==> config.mk <==
export PLATFORM = sky130hd
export DESIGN_NAME = fcpd_decoder
export DESIGN_NICKNAME = d
export VERILOG_FILES = /design/src/fcpd_result_mux.v /design/src/fcpd_decoder.v
export VERILOG_INCLUDE_DIRS = /design/src
export SDC_FILE = /design/constraint.sdc
export NUM_CORES = 1
export LEC_CHECK = 0
export ABC_CLOCK_PERIOD_IN_PS = 3800
export BUFFER_PORTS_ARGS = -buffer_cell sky130_fd_sc_hd__buf_2
export CORE_ASPECT_RATIO = 0.7
export CORE_MARGIN = 2
export CORE_UTILIZATION = 30
export CTS_CLUSTER_SIZE = 20
export DETAILED_ROUTE_END_ITERATION = 10
export GPL_ROUTABILITY_DRIVEN = 0
export HOLD_SLACK_MARGIN = 0.1
export PLACE_DENSITY_LB_ADDON = 0.25
export SYNTH_ARGS = -nofsm -noshare
export SYNTH_HDL_FRONTEND = slang
export SYNTH_HIERARCHICAL = 1
export SYNTH_SLANG_ARGS = --single-unit
export TNS_END_PERCENT = 30
==> constraint.sdc <==
create_clock -name clk -period 3.8 [get_ports clk]
set_input_delay 0.76 -clock clk [delete_from_list [all_inputs] [get_ports clk]]
set_output_delay 0.76 -clock clk [all_outputs]
set_load 0.01 [all_outputs]
==> src/fcpd_regs.vh <==
// Constants for the floppy command phase decoder
`ifndef FCPD_REGS_VH
`define FCPD_REGS_VH
`define FCPD_OP_DUMP 8'h0E
`define FCPD_OP_PERP 8'h12
`define FCPD_OP_RDID_LOW 5'h0A
`define FCPD_OP_LOCK_LOW 5'h14
`define FCPD_OP_RDID_MASK 8'hBF
`define FCPD_OP_LOCK_MASK 8'h7F
`define FCPD_OP_LOCK 8'h14
`define FCPD_OP_RDID 8'h0A
`define FCPD_XFER_READ 5'h06
`define FCPD_XFER_READ_DEL 5'h0C
`define FCPD_XFER_WRITE 5'h05
`define FCPD_XFER_WRITE_DEL 5'h09
`define FCPD_XFER_VERIFY 5'h16
`define FCPD_XFER_FORMAT 5'h0D
`define FCPD_ST0_INVALID 8'h80
`define FCPD_XFER_PARAMS 4'h8
`define FCPD_XFER_RESULTS 4'h7
`define FCPD_DUMP_RESULTS 4'hA
`define FCPD_LOCK_BIT 4
`endif

==> src/fcpd_result_mux.v <==
// Result byte selector for the floppy command phase decoder
`timescale 1ns/100ps
module fcpd_result_mux (
    input wire [3:0] idx,
    input wire [79:0] bytes,
    output reg [7:0] data
);
    always @*
    begin
        if (idx < 4'hA)
            data = bytes[idx*8 +: 8];
        else
            data = 8'h00;
    end
endmodule // fcpd_result_mux

==> src/fcpd_decoder.v <==
// Command and result phase decoder for a floppy controller
// Notes on behaviour
// - Dump returns sector count after format, else end
// - Perpendicular bits never drive drive select pins
// - Transfer commands share parameters, differ in bits 0-4
// - Implied seek precedes transfer when enabled
// - Drive busy set during implied seek
// - Failed seek ends command, reports status and cylinder
// - Opcode 12h takes one byte, no results
// - Unknown opcode gives single result byte 80h
// - Read identifier captures first good identifier
// - Read identifier returns seven result bytes
`timescale 1ns/100ps
`include "fcpd_regs.vh"
module fcpd_decoder (
    input wire clk,
    input wire rst_n,
    input wire cmd_wr,
    input wire [7:0] cmd_data,
    input wire res_rd,
    input wire [31:0] present_cylinder_number,
    input wire [3:0] step_rate_time,
    input wire [3:0] head_unload_time,
    input wire [6:0] head_load_time,
    input wire non_dma_flag,
    input wire implied_seek_enable,
    input wire fifo_disable_flag,
    input wire poll_disable,
    input wire [3:0] fifo_threshold,
    input wire [7:0] precomp_start_track,
    input wire seek_done,
    input wire seek_fail,
    input wire [7:0] seek_fail_st0,
    input wire [7:0] seek_fail_cyl,
    input wire id_found,
    input wire [31:0] id_field,
    input wire [23:0] op_status,
    input wire op_done,
    output reg [7:0] res_data_ff,
    output reg res_valid_ff,
    output reg cmd_busy_ff,
    output reg [3:0] drive_busy_ff,
    output reg seek_req_ff,
    output reg [7:0] seek_cyl_ff,
    output reg [1:0] seek_drive_ff,
    output reg id_req_ff,
    output reg xfer_req_ff,
    output reg [4:0] xfer_kind_ff,
    output reg [63:0] xfer_params_ff,
    output reg double_density_flag_ff,
    output reg head_select_ff,
    output reg [1:0] write_gate_mode_ff,
    output reg [3:0] perp_drive_ff,
    output reg lock_ff,
    output reg standby_ff
);
    localparam S_IDLE = 6'h01;
    localparam S_PARM = 6'h02;
    localparam S_SEEK = 6'h04;
    localparam S_EXEC = 6'h08;
    localparam S_RES = 6'h10;
    localparam S_RDID = 6'h20;
    reg [5:0] state_ff;
    reg [7:0] op_ff;
    reg [3:0] pcnt_ff;
    reg [3:0] need_ff;
    reg [3:0] ridx_ff;
    reg [3:0] rcnt_ff;
    reg [79:0] rbytes_ff;
    reg [7:0] eot_ff;
    reg [7:0] sc_ff;
    reg last_fmt_ff;
    wire [7:0] mux_out;
    wire [4:0] low = cmd_data[4:0];
    wire is_xfer = (low == `FCPD_XFER_READ) || (low == `FCPD_XFER_READ_DEL)
        || (low == `FCPD_XFER_WRITE) || (low == `FCPD_XFER_WRITE_DEL)
        || (low == `FCPD_XFER_VERIFY);
    wire is_fmt = (cmd_data == {2'b00, 1'b0, `FCPD_XFER_FORMAT})
        || (cmd_data == {2'b01, 1'b0, `FCPD_XFER_FORMAT});
    wire [1:0] sel = xfer_params_ff[1:0];
    fcpd_result_mux u_mux (
        .idx(ridx_ff),
        .bytes(rbytes_ff),
        .data(mux_out)
    );
    always @(posedge clk)
    begin
        if (!rst_n)
        begin
            state_ff <= S_IDLE;
            op_ff <= 8'h00;
            pcnt_ff <= 4'h0;
            need_ff <= 4'h0;
            ridx_ff <= 4'h0;
            rcnt_ff <= 4'h0;
            rbytes_ff <= 80'h0;
            eot_ff <= 8'h00;
            sc_ff <= 8'h00;
            last_fmt_ff <= 1'b0;
            res_data_ff <= 8'h00;
            res_valid_ff <= 1'b0;
            cmd_busy_ff <= 1'b0;
            drive_busy_ff <= 4'h0;
            seek_req_ff <= 1'b0;
            seek_cyl_ff <= 8'h00;
            seek_drive_ff <= 2'h0;
            id_req_ff <= 1'b0;
            xfer_req_ff <= 1'b0;
            xfer_kind_ff <= 5'h00;
            xfer_params_ff <= 64'h0;
            double_density_flag_ff <= 1'b0;
            head_select_ff <= 1'b0;
            write_gate_mode_ff <= 2'h0;
            perp_drive_ff <= 4'h0;
            lock_ff <= 1'b0;
            standby_ff <= 1'b0;
        end
        else
        begin
            seek_req_ff <= 1'b0;
            id_req_ff <= 1'b0;
            xfer_req_ff <= 1'b0;
            case (state_ff)
            S_IDLE:
                if (cmd_wr)
                begin
                    op_ff <= cmd_data;
                    pcnt_ff <= 4'h0;
                    cmd_busy_ff <= 1'b1;
                    standby_ff <= 1'b0;
                    ridx_ff <= 4'h0;
                    if (cmd_data == `FCPD_OP_DUMP)
                    begin
                        rbytes_ff <= {precomp_start_track,
                            1'b0, implied_seek_enable, fifo_disable_flag,
                            poll_disable, fifo_threshold,
                            lock_ff, 1'b0, perp_drive_ff, write_gate_mode_ff,
                            last_fmt_ff ? sc_ff : eot_ff,
                            head_load_time, non_dma_flag,
                            step_rate_time, head_unload_time,
                            present_cylinder_number};
                        rcnt_ff <= `FCPD_DUMP_RESULTS;
                        state_ff <= S_RES;
                    end
                    else if ((cmd_data & `FCPD_OP_LOCK_MASK) == `FCPD_OP_LOCK)
                    begin
                        lock_ff <= cmd_data[7];
                        rbytes_ff <= {72'h0, 3'b000, cmd_data[7], 4'h0};
                        rcnt_ff <= 4'h1;
                        state_ff <= S_RES;
                    end
                    else if (cmd_data == `FCPD_OP_PERP)
                    begin
                        need_ff <= 4'h1;
                        state_ff <= S_PARM;
                    end
                    else if ((cmd_data & `FCPD_OP_RDID_MASK) == `FCPD_OP_RDID)
                    begin
                        double_density_flag_ff <= cmd_data[6];
                        need_ff <= 4'h1;
                        state_ff <= S_PARM;
                    end
                    else if (is_xfer || is_fmt)
                    begin
                        xfer_kind_ff <= low;
                        double_density_flag_ff <= cmd_data[6];
                        need_ff <= is_fmt ? 4'h5 : `FCPD_XFER_PARAMS;
                        state_ff <= S_PARM;
                    end
                    else
                    begin
                        rbytes_ff <= {72'h0, `FCPD_ST0_INVALID};
                        rcnt_ff <= 4'h1;
                        standby_ff <= 1'b1;
                        state_ff <= S_RES;
                    end
                end
            S_PARM:
                if (cmd_wr)
                begin
                    xfer_params_ff[pcnt_ff*8 +: 8] <= cmd_data;
                    pcnt_ff <= pcnt_ff + 4'h1;
                    if (pcnt_ff + 4'h1 == need_ff)
                    begin
                        if (op_ff == `FCPD_OP_PERP)
                        begin
                            write_gate_mode_ff <= cmd_data[1:0];
                            if (cmd_data[7])
                                perp_drive_ff <= cmd_data[5:2];
                            cmd_busy_ff <= 1'b0;
                            state_ff <= S_IDLE;
                        end
                        else if ((op_ff & `FCPD_OP_RDID_MASK) == `FCPD_OP_RDID)
                        begin
                            head_select_ff <= cmd_data[2];
                            seek_drive_ff <= cmd_data[1:0];
                            id_req_ff <= 1'b1;
                            state_ff <= S_RDID;
                        end
                        else
                        begin
                            last_fmt_ff <= (op_ff[4:0] == `FCPD_XFER_FORMAT);
                            if (op_ff[4:0] == `FCPD_XFER_FORMAT)
                                sc_ff <= xfer_params_ff[23:16];
                            else
                                eot_ff <= xfer_params_ff[47:40];
                            head_select_ff <= xfer_params_ff[2];
                            seek_drive_ff <= xfer_params_ff[1:0];
                            seek_cyl_ff <= xfer_params_ff[15:8];
                            if (implied_seek_enable &&
                                op_ff[4:0] != `FCPD_XFER_FORMAT)
                            begin
                                seek_req_ff <= 1'b1;
                                drive_busy_ff[xfer_params_ff[1:0]] <= 1'b1;
                                state_ff <= S_SEEK;
                            end
                            else
                            begin
                                xfer_req_ff <= 1'b1;
                                state_ff <= S_EXEC;
                            end
                        end
                    end
                end
            S_SEEK:
                if (seek_fail)
                begin
                    drive_busy_ff[sel] <= 1'b0;
                    rbytes_ff <= {24'h0, xfer_params_ff[39:32],
                        xfer_params_ff[31:16], seek_fail_cyl,
                        op_status[23:8], seek_fail_st0};
                    rcnt_ff <= `FCPD_XFER_RESULTS;
                    state_ff <= S_RES;
                end
                else if (seek_done)
                begin
                    drive_busy_ff[sel] <= 1'b0;
                    xfer_req_ff <= 1'b1;
                    state_ff <= S_EXEC;
                end
            S_EXEC:
                if (op_done)
                begin
                    rbytes_ff <= {24'h0, id_field, op_status};
                    rcnt_ff <= `FCPD_XFER_RESULTS;
                    state_ff <= S_RES;
                end
            S_RDID:
                if (id_found || op_done)
                begin
                    rbytes_ff <= {24'h0, id_field, op_status};
                    rcnt_ff <= `FCPD_XFER_RESULTS;
                    state_ff <= S_RES;
                end
            S_RES:
            begin
                res_valid_ff <= 1'b1;
                res_data_ff <= mux_out;
                if (res_rd && res_valid_ff)
                begin
                    res_valid_ff <= 1'b0;
                    ridx_ff <= ridx_ff + 4'h1;
                    if (ridx_ff + 4'h1 == rcnt_ff)
                    begin
                        cmd_busy_ff <= 1'b0;
                        state_ff <= S_IDLE;
                    end
                end
            end
            default:
                state_ff <= S_IDLE;
            endcase
        end
    end
endmodule // fcpd_decoder

==> reports/results.tsv <==
metric	value	unit
initial antenna violation count	1	
synthesized-area fraction occupied by ao, oa, aoi and oai cells	20.46	%
post-route minimum period	3.046	ns
DRT Wirelength	37860	um
measured slew at the worst slew-check pin	0.9605	ns
fin. max-slew vios	0	
Num CTS Buffers	25	
proportion of register bits with asynchronous set or reset after synthesis	0	%
main combinational cell family by area after synthesis	simple AND/OR/NAND/NOR gates	
Detailed Route Iter0 Violations	940	
CTS-repair resized insts	0	
fraction of synthesized area in multiplexers	7.916	%
most area-hungry cell type in the Yosys netlist	sky130_fd_sc_hd__dfxtp_1	
area occupied by multi-input gates	5421	um2
largest cells by area after synthesis	sky130_fd_sc_hd__dfxtp_1, sky130_fd_sc_hd__nand2_1, sky130_fd_sc_hd__a21oi_1	
clock tree root driver cell	sky130_fd_sc_hd__clkbuf_16	
area delta synth->final	24.06	%
data required time of the worst path	4.18	ns
Sequential cell area	4606	um2
Post-CTS Setup Repair Bufs	0	
largest net degree at the start of global routing	196	
synthesized area divided by synthesized cell count	8.651	um2
post-place setup slack	0.4029	ns
count of mapped cells out of synthesis	1215	
via count	10180	
category of the worst setup path capture point	register	
fraction of layout instances using a drive strength above 1	26.21	%
quantity of hold-fixing buffers added after cts	0	
number of top-level pins	257	
overall routing resource usage	19.99	%
clock slew at reported path FFs	0.06	ns
GR Overflow Total	0	
highest fanout seen on the critical path	9	
YS warnings	6	
clock tree from TritonCTS	built	
final critical-path share of the clock period	80.17	%
effective utilization at floorplan	30.39	%
arrival time of data at the critical path endpoint	3.42	ns
H-Tree Depth	1	
Setup Skew	0.02094	ns
Synth cell types	70	
average wire length per cell after detail routing	19.77	um
total half-perimeter wirelength after legalization and detailed placement	27340	um
outcome	finished, final reports clean	
aggregate negative setup slack	0	ns
Pre-Repair DR Iteration Count	8	
# DRC	0	
final-report setup violation count	0	
Main synth FF type	sky130_fd_sc_hd__dfxtp_1	
EDFF count, synth	0	
WS Path Type	reg2reg	
final-report hold violation count	0	
maximum operating frequency	0.3283	GHz
leakage component of the power	5.084	nW
classification of the worst-slack hold path	in2reg	
via count of the first global-routing pass	9455	
area share of fa/ha/maj cells after synthesis	0.5952	%
setup repair after global routing missed its margin	false	
die width	227.7	um
category of the worst setup path launch point	register	
Worst Setup Slack, final	0.7536	ns
xor and xnor area share after synthesis	1.226	%
most instantiated cells after synthesis	sky130_fd_sc_hd__dfxtp_1, sky130_fd_sc_hd__nand2_1, sky130_fd_sc_hd__a21oi_1	
flops & latches, synth	230	
ratio of routed vias to standard cells	5.316	
row count	57	
quantity of I/O buffers inserted on ports	256	
hold slack final	0.4389	ns
portion of the post-synthesis area used by sequential elements	43.80	%
Core ar.	34590	um2
Slew Limit Headroom	35.47	%
fillers	3569	
clk sink count	230	
top-area cell type share of the netlist area	43.80	%
die extent in y	160.6	um
Max Cap Violations	0	
Post-Syn Area	10510	um2
count leader, synth	sky130_fd_sc_hd__dfxtp_1	
worst supply voltage drop on vdd	0.0002638	V
Total Die Area	36570	um2
first-pass GRT wire length	57450	um
power density over the cells	407.1	nW/um2
clock latency reported for the late side of the worst-skew pair	0.55	ns
number of nets in the finished design	1583	
number of routed nets with antenna violations	0	
maximum clock insertion buffer count	3	
simple-gate area share of the yosys netlist	21.06	%
## final cells by class
cell class	instances	share of cell area [%]
multi-input combinational	870	41.58
sequential	230	35.32
timing repair buffer	291	12.03
clock buffer	32	5.306
tap	472	4.529
clock inverter	10	0.9211
inverter	9	0.2974
antenna	1	0.01919
## cell usage in the layout (no fill, tap or decap), drive strengths merged, types with 4 or more instances in the layout
| master | count |
|---|---|
| nand4 | 14 |
| and3 | 11 |
| ha | 5 |
| nor3 | 18 |
| nor2b | 5 |
| and2 | 8 |
| nand3 | 109 |
| nand2 | 171 |
| mux2 | 17 |
| a22o | 24 |
| a222oi | 39 |
| nand3b | 6 |
| or2 | 10 |
| xnor2 | 6 |
| nor2 | 61 |
| buf | 291 |
| or3 | 4 |
| mux2i | 61 |
| nor3b | 6 |
| dfxtp | 230 |
| a22oi | 22 |
| clkbuf | 32 |
| o22ai | 10 |
| inv | 11 |
| o21ai | 13 |
| o31ai | 42 |
| clkinv | 4 |
| nor4 | 6 |
| a31oi | 4 |
| o211ai | 4 |
| nand2b | 16 |
| or4 | 6 |
| xor2 | 6 |
| a21oi | 125 |
## worst paths after layout
path / startpoint / endpoint / slack (ns) / cells past startpoint
worst max register to register: state_ff[2] / seek_cyl_ff[5] / 0.75 / 6
worst min-delay path: precomp_start_track[2] / rbytes_ff[74] / 0.44 / 2
worst max-delay path: state_ff[2] / seek_cyl_ff[5] / 0.75 / 6
worst min register to register: xfer_params_ff[56] / xfer_params_ff[56] / 0.45 / 2
## critical path: stages (launching register included)
cell,delay [ns]
sky130_fd_sc_hd__dfxtp_1,0.40
sky130_fd_sc_hd__or4_4,0.58
sky130_fd_sc_hd__or3_1,0.54
sky130_fd_sc_hd__nor4_2,0.65
sky130_fd_sc_hd__nand2_1,0.47
sky130_fd_sc_hd__nand2_1,0.17
sky130_fd_sc_hd__a21oi_1,0.07
## stage by stage
step / total power [W] / std cells / cell area [um2] / util, %
2_1_floorplan: 0.002726 / 1216 / 10520 / -
3_3_place_gp: 0.002906 / 1872 / 12230 / 35.34
3_5_place_dp: 0.002909 / 1872 / 12230 / 35.34
4_1_cts: 0.005377 / 1914 / 13040 / 37.69
5_1_grt: 0.005525 / 1914 / 13040 / 37.69
6_report: 0.005308 / 1915 / 13040 / 37.70
## power by group
group	total, W	internal [W]	switching, W
clock	0.00245	0.00142	0.00103
combinational	0.000406	0.000135	0.000271
sequential	0.00245	0.00243	0.0000196
total	0.00531	0.00399	0.00132
## kinds of logic (layout without fill, tap and decap cells)
logic type | after synthesis | in the layout
AOI/OAI and AO/OA | 311 | 311
xor gates and xnor gates | 13 | 13
adders and majority gates | 5 | 5
buffers and inverters | 116 | 342
DFF | 230 | 230
muxes | 79 | 79
other | 1 | 3
and+or+nand+nor | 460 | 460
## per-layer routing
layer,track usage (%),vias to the layer above,share of wire [%]
li1,-,4883,-
met1,29.83,4856,49
met2,29.31,400,42
met3,4.688,42,8.1
met4,3.559,0,1.4
met5,0,-,0
## sequential cells by signal (all words and copies together) (netlist names), 4 cells and up, named ones only
| name | flops |
|---|---|
| op_ff | 8 |
| perp_drive_ff | 4 |
| rcnt_ff | 4 |
| ridx_ff | 4 |
| res_data_ff | 8 |
| eot_ff | 8 |
| pcnt_ff | 4 |
| state_ff | 6 |
| sc_ff | 8 |
| xfer_kind_ff | 5 |
| seek_cyl_ff | 8 |
| xfer_params_ff | 64 |
| rbytes_ff | 78 |
Power figures use the tool's default switching activity.
